## src/fsic_pkg.sv

```systemverilog
// fsic_pkg: constants and types shared by the four-source interrupt controller
// assumes: single 250 MHz clock domain, registers reached over the peripheral port
package fsic_pkg;

   // ****************************************************************
   // peripheral register map
   // ****************************************************************
   localparam logic [3:0] INTERRUPT_ENABLE_CONTROL_IDX = 4'ha;
   localparam logic [3:0] ENABLE_RESET                  = 4'h0;
   localparam logic [3:0] FLAG_RESET                    = 4'h0;
   localparam logic [10:0] VEC_RESET                    = 11'h000;

   // ****************************************************************
   // enable bit positions, also the priority order (0 highest)
   // ****************************************************************
   localparam int SRC_EXT    = 0;
   localparam int SRC_TMR1   = 1;
   localparam int SRC_TMR2   = 2;
   localparam int SRC_SERIAL = 3;
   localparam int NUM_SRC    = 4;

   // ****************************************************************
   // vector addresses
   // ****************************************************************
   localparam logic [10:0] VEC_EXT    = 11'h010;
   localparam logic [10:0] VEC_TMR1   = 11'h020;
   localparam logic [10:0] VEC_TMR2   = 11'h030;
   localparam logic [10:0] VEC_SERIAL = 11'h040;

   // ****************************************************************
   // sequencer states
   // ****************************************************************
   typedef enum logic [1:0] {
      FSIC_IDLE  = 2'b00,
      FSIC_ENTRY = 2'b01,
      FSIC_SERVE = 2'b11
   } fsic_state_t;

endpackage

```

## src/fsic_sync.sv

```systemverilog
// fsic_sync: two-stage synchroniser for one asynchronous level
// assumes: clock and async active-low reset of the receiving domain
`timescale 1ns/1ps
`default_nettype none
module fsic_sync (
   // clock and reset
   input  wire logic clock,
   input  wire logic reset_n,
   // level
   input  wire logic async_in,
   output logic      sync_out
);
   logic meta_r;

   always_ff @(posedge clock or negedge reset_n) begin
      if (!reset_n) begin
         meta_r   <= 1'b0;
         sync_out <= 1'b0;
      end else begin
         meta_r   <= async_in;
         sync_out <= meta_r;
      end
   end
endmodule
`default_nettype wire

```

## src/fsic_prio.sv

```systemverilog
// fsic_prio: fixed priority pick among request flags and vector lookup
// assumes: bit 0 highest priority
`timescale 1ns/1ps
`default_nettype none
module fsic_prio (
   // requests
   input  wire logic [3:0]  req,
   // winner
   output logic             any,
   output logic [1:0]       idx,
   output logic [10:0]      vector
);
   always_comb begin
      any    = 1'b1;
      idx    = 2'd0;
      vector = fsic_pkg::VEC_EXT;
      if (req[fsic_pkg::SRC_EXT]) begin
         idx    = 2'd0;
         vector = fsic_pkg::VEC_EXT;
      end else if (req[fsic_pkg::SRC_TMR1]) begin
         idx    = 2'd1;
         vector = fsic_pkg::VEC_TMR1;
      end else if (req[fsic_pkg::SRC_TMR2]) begin
         idx    = 2'd2;
         vector = fsic_pkg::VEC_TMR2;
      end else if (req[fsic_pkg::SRC_SERIAL]) begin
         idx    = 2'd3;
         vector = fsic_pkg::VEC_SERIAL;
      end else begin
         any    = 1'b0;
      end
   end
endmodule
`default_nettype wire

```

## src/fsic_top.sv

```systemverilog
// fsic_top: four-source interrupt controller beside a 4-bit cpu sequencer
// assumes: cpu performs the context stack moves when told; peripherals give one-cycle pulses
// Operation
// - fixed priority: external edge, timer 1, timer 2, serial lowest.
// - vectors are 10h external, 20h timer 1, 30h timer 2, 40h serial.
// - no nesting; requests during a handler wait until it returns.
// - entry pushes pc, accumulator, x, x', y', page pointer, status, then loads vector.
// - return instruction clears serviced flag, restores context, resumes program.
// - disabled source never sets its request flag; its event is dropped.
// - external request comes from a rising edge on the external pin.
// - external edge during halt is latched and served after halt ends.
// - timer flags separate from overflow; cleared by return, timer start, reset.
// - serial flag sets with transmission end when enabled; cleared by return, reset.
// - an enabled internal source enters at an instruction boundary after its flag sets, when idle and not halted.
// - enable register holds bits 0 to 3, read/write at peripheral index 10.
// - internal events while disabled are ignored, not remembered.
// - clearing enables during a handler stops pending requests; handler finishes.
`timescale 1ns/1ps
`default_nettype none
module fsic_top #(
   // source count
   parameter int NUM_SOURCES = 4
) (
   // clock and reset
   input  wire logic        clock,
   input  wire logic        reset_n,
   // external pin
   input  wire logic        external_request_pin,
   // peripheral register port
   input  wire logic [3:0]  periph_index,
   input  wire logic        periph_write,
   input  wire logic [3:0]  periph_wdata,
   output logic      [3:0]  periph_rdata,
   // peripheral events
   input  wire logic        timer1_overflow,
   input  wire logic        timer2_overflow,
   input  wire logic        timer1_start,
   input  wire logic        timer2_start,
   input  wire logic        serial_tx_end,
   // cpu sequencer
   input  wire logic        halt_standby,
   input  wire logic        instr_boundary,
   input  wire logic        return_from_handler_instr,
   input  wire logic        context_saved,
   output logic             context_push,
   output logic             context_pop,
   output logic             vector_load,
   output logic      [10:0] vector_addr,
   output logic             in_handler,
   output logic      [3:0]  request_flags
);

   // ****************************************************************
   // state
   // ****************************************************************
   typedef struct packed {
      fsic_pkg::fsic_state_t st;
      logic [3:0]            enable;
      logic [3:0]            flag;
      logic [1:0]            active;
      logic [10:0]           vec;
      logic                  pin_d;
      logic                  push;
      logic                  pop;
      logic                  vload;
   } fsic_regs_t;

   fsic_regs_t state_r;
   fsic_regs_t state_nxt;

   logic             pin_s;
   logic             win_any;
   logic [1:0]       win_idx;
   logic [10:0]      win_vec;
   logic [3:0]       event_v;
   logic [3:0]       eligible;
   logic             writing_ctl;
   logic             take_entry;
   logic             take_return;
   wire logic [3:0]  event_raw;
   wire logic [3:0]  start_clear;
   wire logic [3:0]  clear_v;
   wire logic [3:0]  flag_next;

   // ****************************************************************
   // elaboration checks
   // ****************************************************************
   // the priority pick and vector table serve exactly four sources
   if (NUM_SOURCES != fsic_pkg::NUM_SRC) begin : g_bad_sources
      $error("fsic_top: only four interrupt sources are supported");
   end

   // ****************************************************************
   // pin synchroniser and priority pick
   // ****************************************************************
   fsic_sync u_sync (
      .clock    (clock),
      .reset_n  (reset_n),
      .async_in (external_request_pin),
      .sync_out (pin_s)
   );

   fsic_prio u_prio (
      .req    (eligible),
      .any    (win_any),
      .idx    (win_idx),
      .vector (win_vec)
   );

   // ****************************************************************
   // register write decode
   // ****************************************************************
   assign writing_ctl = periph_write &&
                        (periph_index == fsic_pkg::INTERRUPT_ENABLE_CONTROL_IDX);

   // ****************************************************************
   // event capture
   // ****************************************************************
   // pin edge from the synchronised level against its delayed copy
   assign event_raw[fsic_pkg::SRC_EXT]    = pin_s && !state_r.pin_d;
   assign event_raw[fsic_pkg::SRC_TMR1]   = timer1_overflow;
   assign event_raw[fsic_pkg::SRC_TMR2]   = timer2_overflow;
   assign event_raw[fsic_pkg::SRC_SERIAL] = serial_tx_end;

   // disabled events leave no trace
   assign event_v = event_raw & state_r.enable;

   // ****************************************************************
   // request flag clears and sets
   // ****************************************************************
   assign take_return = (state_r.st == fsic_pkg::FSIC_SERVE) &&
                        return_from_handler_instr;

   // timer start clears only the timer flags
   assign start_clear[fsic_pkg::SRC_EXT]    = 1'b0;
   assign start_clear[fsic_pkg::SRC_TMR1]   = timer1_start;
   assign start_clear[fsic_pkg::SRC_TMR2]   = timer2_start;
   assign start_clear[fsic_pkg::SRC_SERIAL] = 1'b0;

   // set wins over clear in the same cycle
   for (genvar i = 0; i < NUM_SOURCES; i++) begin : g_flag
      assign clear_v[i]   = (take_return && (state_r.active == 2'(i))) || start_clear[i];
      assign flag_next[i] = event_v[i] || (state_r.flag[i] && !clear_v[i]);
   end

   // ****************************************************************
   // entry decision
   // ****************************************************************
   // pending flags die with their enable but stay stored
   assign eligible = state_r.flag & state_r.enable;

   // halt holds off entry; a latched edge waits in its flag
   assign take_entry = (state_r.st == fsic_pkg::FSIC_IDLE) && win_any &&
                       instr_boundary && !halt_standby;

   // ****************************************************************
   // next state
   // ****************************************************************
   always_comb begin
      state_nxt       = state_r;
      state_nxt.push  = 1'b0;
      state_nxt.pop   = 1'b0;
      state_nxt.vload = 1'b0;
      state_nxt.pin_d = pin_s;
      state_nxt.flag  = flag_next;
      if (writing_ctl) begin
         state_nxt.enable = periph_wdata;
      end

      case (state_r.st)
         fsic_pkg::FSIC_IDLE: begin
            if (take_entry) begin
               state_nxt.st     = fsic_pkg::FSIC_ENTRY;
               state_nxt.active = win_idx;
               state_nxt.vec    = win_vec;
               state_nxt.push   = 1'b1;
            end
         end
         fsic_pkg::FSIC_ENTRY: begin
            if (context_saved) begin
               state_nxt.vload = 1'b1;
               state_nxt.st    = fsic_pkg::FSIC_SERVE;
            end
         end
         fsic_pkg::FSIC_SERVE: begin
            // new requests stay pending while serving
            if (take_return) begin
               state_nxt.pop = 1'b1;
               state_nxt.st  = fsic_pkg::FSIC_IDLE;
            end
         end
         default: begin
            state_nxt.st = fsic_pkg::FSIC_IDLE;
         end
      endcase
   end

   // ****************************************************************
   // registers
   // ****************************************************************
   always_ff @(posedge clock or negedge reset_n) begin
      if (!reset_n) begin
         state_r.st     <= fsic_pkg::FSIC_IDLE;
         state_r.enable <= fsic_pkg::ENABLE_RESET;
         state_r.flag   <= fsic_pkg::FLAG_RESET;
         state_r.active <= 2'd0;
         state_r.vec    <= fsic_pkg::VEC_RESET;
         state_r.pin_d  <= 1'b0;
         state_r.push   <= 1'b0;
         state_r.pop    <= 1'b0;
         state_r.vload  <= 1'b0;
      end else begin
         state_r <= state_nxt;
      end
   end

   // ****************************************************************
   // outputs
   // ****************************************************************
   always_comb begin
      periph_rdata = 4'h0;
      if (periph_index == fsic_pkg::INTERRUPT_ENABLE_CONTROL_IDX) begin
         periph_rdata = state_r.enable;
      end
   end

   assign context_push  = state_r.push;
   assign context_pop   = state_r.pop;
   assign vector_load   = state_r.vload;
   assign vector_addr   = state_r.vec;
   assign in_handler    = (state_r.st != fsic_pkg::FSIC_IDLE);
   assign request_flags = state_r.flag;

endmodule
`default_nettype wire

```

## config.mk

```make
export PLATFORM = sky130hd
export DESIGN_NAME = fsic_top
export DESIGN_NICKNAME = d
export VERILOG_FILES = /design/src/fsic_pkg.sv /design/src/fsic_sync.sv /design/src/fsic_prio.sv /design/src/fsic_top.sv
export SDC_FILE = /design/constraint.sdc
export NUM_CORES = 1
export LEC_CHECK = 0
export ABC_AREA = 1
export BUFFER_PORTS_ARGS = -buffer_cell sky130_fd_sc_hd__buf_2
export CAP_MARGIN = 20
export CORE_UTILIZATION = 41
export DETAILED_ROUTE_END_ITERATION = 8
export GPL_ROUTABILITY_DRIVEN = 0
export PLACE_DENSITY = 0.68
export SLEW_MARGIN = 20
export SYNTH_ARGS = -nofsm -noshare
export SYNTH_HDL_FRONTEND = slang
export SYNTH_HIERARCHICAL = 1
export SYNTH_SLANG_ARGS = --single-unit
```

## constraint.sdc

```tcl
create_clock -name clock -period 3.1 [get_ports clock]
set_input_delay 0.155 -clock clock [delete_from_list [all_inputs] [get_ports clock]]
set_output_delay 0.155 -clock clock [all_outputs]
set_load 0.05 [all_outputs]
```

==> flow_metrics.env, run 1 <==
export IMPL_arrival_ns=1.44
export IMPL_area_delta_synth_final_pct=11.2
export IMPL_synthTopCellsByArea="dfrtp_1 (49%), nand2_1 (14%), buf_4 (12%)"
export IMPL_synth_edf_count=0
export IMPL_ir_drop_mv=0.543
export IMPL_clk_path_buf_depth=2
export IMPL_grt_pass1_vias=1026
export IMPL_dp_cells=251
export IMPL_ys_top_cells_by_count="nand2_1 (55), dfrtp_1 (29), buf_4 (24), inv_1 (19), nand3_1 (16)"
export IMPL_h_tree_depth=2
export IMPL_final_cells=261
export IMPL_clock_root_buffer="clkbuf_4"
export IMPL_hpwl_um=1920
export IMPL_path_max_fanout=15
export IMPL_status="finished clean"
export IMPL_die_x_um=62.3
export IMPL_timing_rr_start="state_r[22]"
export IMPL_r2r_slack_ns=1.69
export IMPL_ys_seq_elements=29
export IMPL_p_per_area_nw_per_um2=903
export IMPL_yosysMostFrequentCell="nand2_1"
export IMPL_startpoint_type="register"
export IMPL_finalClockSkew_ns=0.00939
export IMPL_insertedDiodeCount=0
export IMPL_grtUsageTotal=0.153
export IMPL_fin_tns_setup_ns=0
export IMPL_synth_area_um2=1490
export IMPL_fin_util=0.486
export IMPL_endpoint_kind="output port"
export IMPL_drt_iter0_markers=38
export IMPL_die_h_um=62.3
export IMPL_setup_viol=0
export IMPL_rows=21
export IMPL_yosysSeqAreaShare=0.487
export IMPL_synth_avg_cell_area_um2=8.24
export IMPL_p_leak_nw=0.996
export IMPL_wl_per_cell_um=9.90
export IMPL_power_mw=1.50
export IMPL_slew_violations=0
export IMPL_critical_path_required_ns=2.94
export IMPL_max_slew_margin=0.583
export IMPL_synth_top_area_share=0.487
export IMPL_overflow=0
export IMPL_drc=0
export IMPL_finalNetCount=235
export IMPL_clock_sinks=29
export IMPL_yosysTopAreaCell="dfrtp_1"
export IMPL_criticalPathCategory="reg2out"
export IMPL_finalWirelength_um=2580
export IMPL_initial_core_util=0.437
export IMPL_syn_inst=181
export IMPL_rsz0062_at_grt="false"
export IMPL_reg2reg_to="vector_addr[3]"
export IMPL_place_ws_ns=1.69
export IMPL_die_area_um2=3880
export IMPL_numCtsBuffers=5
export IMPL_synth_distinct_cells=21
export IMPL_fillers=369
export IMPL_hp_class="in2reg"
export IMPL_drive_above_1_share=0.279
export IMPL_crit_slowest_cell="dfrtp_1"
export IMPL_worst_pin_slew_ns=0.626
export IMPL_cp_cell_sequence="nor2_4 -> inv_1 -> buf_2"
export IMPL_cts_tree="yes"
export IMPL_synthArstFlopShare=1.00
export IMPL_pin_count=44
export IMPL_finalWorstSetupSlack_ns=1.51
export IMPL_ant_nets=0
export IMPL_antenna_found_initial=0
export IMPL_clock_latency_ns=0.33
export IMPL_reg2reg_depth=9
export IMPL_vias_per_cell=4.31
export IMPL_slowest_delay_ns=0.44
export IMPL_drtPass1Iterations=4
export IMPL_max_cap_violations=0
export IMPL_vias=1125
export IMPL_min_from="timer1_overflow"
export IMPL_finalCriticalPeriod_ns=1.59
export IMPL_final_hold_violation_count=0
export IMPL_crit_end="in_handler"
export IMPL_finalCritPeriodShare=0.514
export IMPL_yosysWarnings=6
export IMPL_grt_max_degree=30
export IMPL_startpoint="state_r[25]"
export IMPL_synth_flop_cell="dfrtp_1"
export IMPL_cts_clk_slew_worst_paths_ns=0.09
export IMPL_grt_first_pass_wirelength_um=4490
export IMPL_core_um2=3420
export IMPL_port_buffers=43
export IMPL_timing_fmax_ghz=0.628
[final cells by class]
class,count,area [um^2],area share
inverter,22,82.6,0.0498
sequential,29,726,0.437
clock inverter,2,10.0,0.00603
tap,46,57.6,0.0347
multi-input combinational,111,507,0.305
clock buffer,6,41.3,0.0249
timing repair buffer,45,235,0.142
[per-stage QoR]
stage                     instance area (um^2)  hold WS, ns
after floorplan                           1520       -0.141
after global placement                    1590        0.219
after detailed placement                  1590        0.215
after CTS                                 1660       0.0109
after global routing                      1660      0.00641
final                                     1660       0.0184
[where the power goes]
group / internal (mW) / total [mW] / switching (mW)
combinational: 0.163 / 0.704 / 0.541
sequential: 0.496 / 0.580 / 0.0841
clock: 0.0861 / 0.214 / 0.128
[logic make-up after synthesis]
group / count (synthesis) / share of synthesized area
buf+inv: 48 / 0.191
compound gates: 9 / 0.0327
flops: 29 / 0.487
simple gates: 94 / 0.287
other cells: 1 / 0.00251
[flip-flops by register name, indices dropped and copies added (netlist names)]
register / cells
context_pop: 1
u_sync/meta_r: 1
vector_load: 1
request_flags: 4
vector_addr: 11
context_push: 1
state_r: 9
u_sync/sync_out: 1
[metal layers]
layer  wire (um)  GRT usage  vias up
met5           0          0        -
met4          72      0.105        0
met3         148     0.0515        7
met2        1100      0.212       28
met1        1260      0.200      495
li1            -          -      595
[cells in the final DEF (no fill, tap or decap), drive strengths merged, types with 2 or more instances in the layout]
master,count
a21oi,2
buf,43
clkbuf,6
clkinv,2
conb,8
dfrtp,29
dlygate4sd3,2
inv,22
nand2,58
nand3,16
nand4,4
nor2,14
o21ai,7
[worst min path at each step]
stage | slack [ns] | to | cells after the start
after detailed placement | 0.22 | vector_addr[7] | 1
after CTS | 0.01 | request_flags[1] | 3
final | 0.02 | request_flags[1] | 3
after global placement | 0.22 | vector_addr[3] | 1
after global routing | 0.006 | request_flags[1] | 3
after floorplan | -0.14 | context_pop | 0
[worst max-delay path: cells and delay by family (launching register included)]
family,cells,cell delay [ns]
flops,1,0.44
buf+inv,2,0.34
simple gates,1,0.34
[repair_timing]
| item | 4_1_cts | 5_1_grt |
|---|---|---|
| resized for setup | 0 | 0 |
| setup buffers | 0 | 0 |
| hold buffers | 2 | 0 |
| hold endpoints to repair | 30 | 0 |
| endpoints found under the setup margin | 0 | 0 |
Note: power is estimated with default switching activity, not from simulation.
==> run 2: changes to the inputs <==
--- a/config.mk
+++ b/config.mk
@@ -5,13 +5,13 @@
 export SDC_FILE = /design/constraint.sdc
 export NUM_CORES = 1
 export LEC_CHECK = 0
-export ABC_AREA = 1
+export ABC_AREA = 0
 export BUFFER_PORTS_ARGS = -buffer_cell sky130_fd_sc_hd__buf_2
 export CAP_MARGIN = 20
 export CORE_UTILIZATION = 41
 export DETAILED_ROUTE_END_ITERATION = 8
 export GPL_ROUTABILITY_DRIVEN = 0
-export PLACE_DENSITY = 0.68
+export PLACE_DENSITY = 0.71
 export SLEW_MARGIN = 20
 export SYNTH_ARGS = -nofsm -noshare
 export SYNTH_HDL_FRONTEND = slang
==> constraint.sdc (replaced) <==
create_clock -name clock -period 1.4 [get_ports clock]
set_input_delay 0.07 -clock clock [delete_from_list [all_inputs] [get_ports clock]]
set_output_delay 0.07 -clock clock [all_outputs]
set_load 0.05 [all_outputs]
==> flow_metrics.env, run 2 <==
export IMPL_status="complete, but fails checks"
export IMPL_failed_checks="negative setup slack"
export IMPL_worst_path_buf_inv=1
export IMPL_muxShareOfSynthArea=0.158
export IMPL_drc=0
export IMPL_startpoint_type="register"
export IMPL_core_um2=3340
export IMPL_pin_count=44
export IMPL_drtPass1Iterations=4
export IMPL_ant_nets=0
export IMPL_cp_top_family="simple AND/OR/NAND/NOR gates"
export IMPL_worst_pin_slew_ns=0.628
export IMPL_area_delta_synth_final_pct=31.3
export IMPL_synth_top_area_share=0.508
export IMPL_grt_pass1_vias=961
export IMPL_clk_path_buf_depth=2
export IMPL_power_mw=3.83
export IMPL_slowest_delay_ns=0.53
export IMPL_finalNetCount=197
export IMPL_port_buffers=43
export IMPL_synthTopCellsByArea="dfrtp_1 (51%), buf_4 (12%), mux2_4 (9.5%)"
export IMPL_antenna_found_initial=0
export IMPL_yosysSeqAreaShare=0.508
export IMPL_yosysMostFrequentCell="dfrtp_1"
export IMPL_arrival_ns=2.04
export IMPL_synth_top_family_by_area="multiplexers"
export IMPL_dp_cells=204
export IMPL_mostFrequentLayoutCell="buf_2"
export IMPL_hp_class="in2reg"
export IMPL_syn_inst=115
export IMPL_die_area_um2=3730
export IMPL_finalClockSkew_ns=0.00430
export IMPL_max_cap_violations=0
export IMPL_finalWirelength_um=2630
export IMPL_wl_met2_um=1300
export IMPL_ys_top_cells_by_count="dfrtp_1 (29), buf_4 (23), mux2_4 (9), and2_1 (8), mux2_2 (8)"
export IMPL_ys_seq_elements=29
export IMPL_rows=21
export IMPL_finalWorstSetupSlack_ns=-0.441
export IMPL_synthArstFlopShare=1.00
export IMPL_synth_area_um2=1430
export IMPL_fillers=288
export IMPL_wl_met3_um=110
export IMPL_insertedDiodeCount=0
export IMPL_synthAdderAreaFrac=0
export IMPL_r2r_slack_ns=-0.44
export IMPL_criticalPathCategory="reg2reg"
export IMPL_dpl_cell_area_um2=1690
export IMPL_overflow=0
export IMPL_numCtsBuffers=5
export IMPL_synth_xor_area_frac=0
export IMPL_cts_tree="yes"
export IMPL_grt_first_pass_wirelength_um=4090
export IMPL_fin_area_um2=1880
export IMPL_die_x_um=61.0
export IMPL_rsz0062_at_grt="true"
export IMPL_drive_above_1_share=0.548
export IMPL_grt_max_degree=30
export IMPL_synth_compound_area_frac=0.0455
export IMPL_fin_util=0.562
export IMPL_clock_sinks=29
export IMPL_drt_iter0_markers=8
export IMPL_vias_per_cell=4.39
export IMPL_fin_tns_setup_ns=-5.33
export IMPL_final_hold_violation_count=0
export IMPL_die_h_um=61.0
export IMPL_synthSimpleGateAreaFrac=0.133
export IMPL_finalCriticalPeriod_ns=1.84
export IMPL_critical_path_required_ns=1.60
export IMPL_synth_avg_cell_area_um2=12.4
export IMPL_final_cells=223
export IMPL_finalCritPeriodShare=1.31
export IMPL_wl_met1_um=1160
export IMPL_synth_flop_cell="dfrtp_1"
export IMPL_synth_edf_count=0
export IMPL_layout_common_cells="buf_2 (43), dfrtp_1 (29), buf_4 (18)"
export IMPL_crit_slowest_cell="or4_4"
export IMPL_p_leak_nw=0.997
export IMPL_slew_violations=0
export IMPL_clock_root_buffer="clkbuf_4"
export IMPL_initial_core_util=0.428
export IMPL_clock_latency_ns=0.31
export IMPL_ir_drop_mv=0.818
export IMPL_hpwl_um=1940
export IMPL_timing_fmax_ghz=0.543
export IMPL_setup_viol=14
export IMPL_yosysTopAreaCell="dfrtp_1"
export IMPL_vias=979
export IMPL_max_slew_margin=0.581
export IMPL_wl_per_cell_um=11.8
export IMPL_cts_clk_slew_worst_paths_ns=0.09
export IMPL_grtUsageTotal=0.156
export IMPL_largest_register_ffs=11
export IMPL_h_tree_depth=2
export IMPL_p_per_area_nw_per_um2=2040
export IMPL_synth_distinct_cells=29
export IMPL_path_max_fanout=5
export IMPL_cp_cell_sequence="and2_4 -> or4_4 -> nand3b_1 -> or2_4 -> buf_12 -> mux2_4"
export IMPL_highest_layer="met4"
export IMPL_endpoint_kind="register"
export IMPL_yosysWarnings=6
run 2: changes by cell type after synthesis, moves of 7 or more:
cell / previous run / this run
and2_1: 0 / 8
inv_1: 19 / 4
mux2_2: 0 / 8
mux2_4: 0 / 9
nand2_1: 55 / 4
nand3_1: 16 / 1
nor2_1: 11 / 4
run 2: logic make-up after synthesis:
group | after synthesis
buffers and inverters | 29
AO/OA/AOI/OAI | 8
other | 1
multiplexers | 17
AND/OR/NAND/NOR | 31
flip-flops | 29
run 2: metal layers:
metal / GRT usage / up-vias
li1: - / 479
met1: 0.189 / 467
met2: 0.255 / 27
met3: 0.0462 / 6
met4: 0.0747 / 0
met5: 0 / -
run 2: worst reg2reg max path: stages, from the launching register on:
cell      delay, ns
dfrtp_1        0.38
and2_4         0.16
or4_4          0.53
nand3b_1       0.12
or2_4          0.14
buf_12         0.11
mux2_4         0.29
run 2: path summary, 6_finish.rpt:
path	from	to	cells after the start
min in group asynchronous	reset_n	request_flags[0]	2
max in group asynchronous	reset_n	state_r[23]	2
min	serial_tx_end	request_flags[3]	2
max	request_flags[3]	state_r[16]	6
min reg2reg	u_sync/meta_r	u_sync/sync_out	0
max reg2reg	request_flags[3]	state_r[16]	6
run 2: layout make-up:
type / instances / area (um^2) / area share
flip-flops and latches: 29 / 726 / 0.387
well taps: 46 / 57.6 / 0.0307
multi-input cells: 64 / 528 / 0.281
clock inverters: 1 / 5.00 / 0.00267
repair buffers: 72 / 480 / 0.256
inverters: 4 / 15.0 / 0.00800
clock buffers: 7 / 65.1 / 0.0347
run 2: report_power, final:
group          switching [mW]  internal, mW  leakage, nW  total [mW]
sequential              0.154          1.11        0.353        1.27
combinational            1.18         0.802        0.603        1.99
clock                   0.281         0.291       0.0413       0.572
run 2: per-stage QoR:
step / worst slack [ns] / hold WS, ns
finish: -0.441 / 0.0190
CTS: -0.443 / 0.00203
detailed placement: -0.528 / 0.125
floorplan: -0.487 / -0.226
global route: -0.501 / 0.00838
global placement: -0.484 / 0.109
run 2: timing repair:
action / in CTS / in global routing
gates resized for setup: 4 / 0
setup endpoints to repair: 14 / 15
pin swaps: 2 / 0
hold endpoints to repair: 37 / 0
hold buffers: 9 / 0
setup buffers: 1 / 1
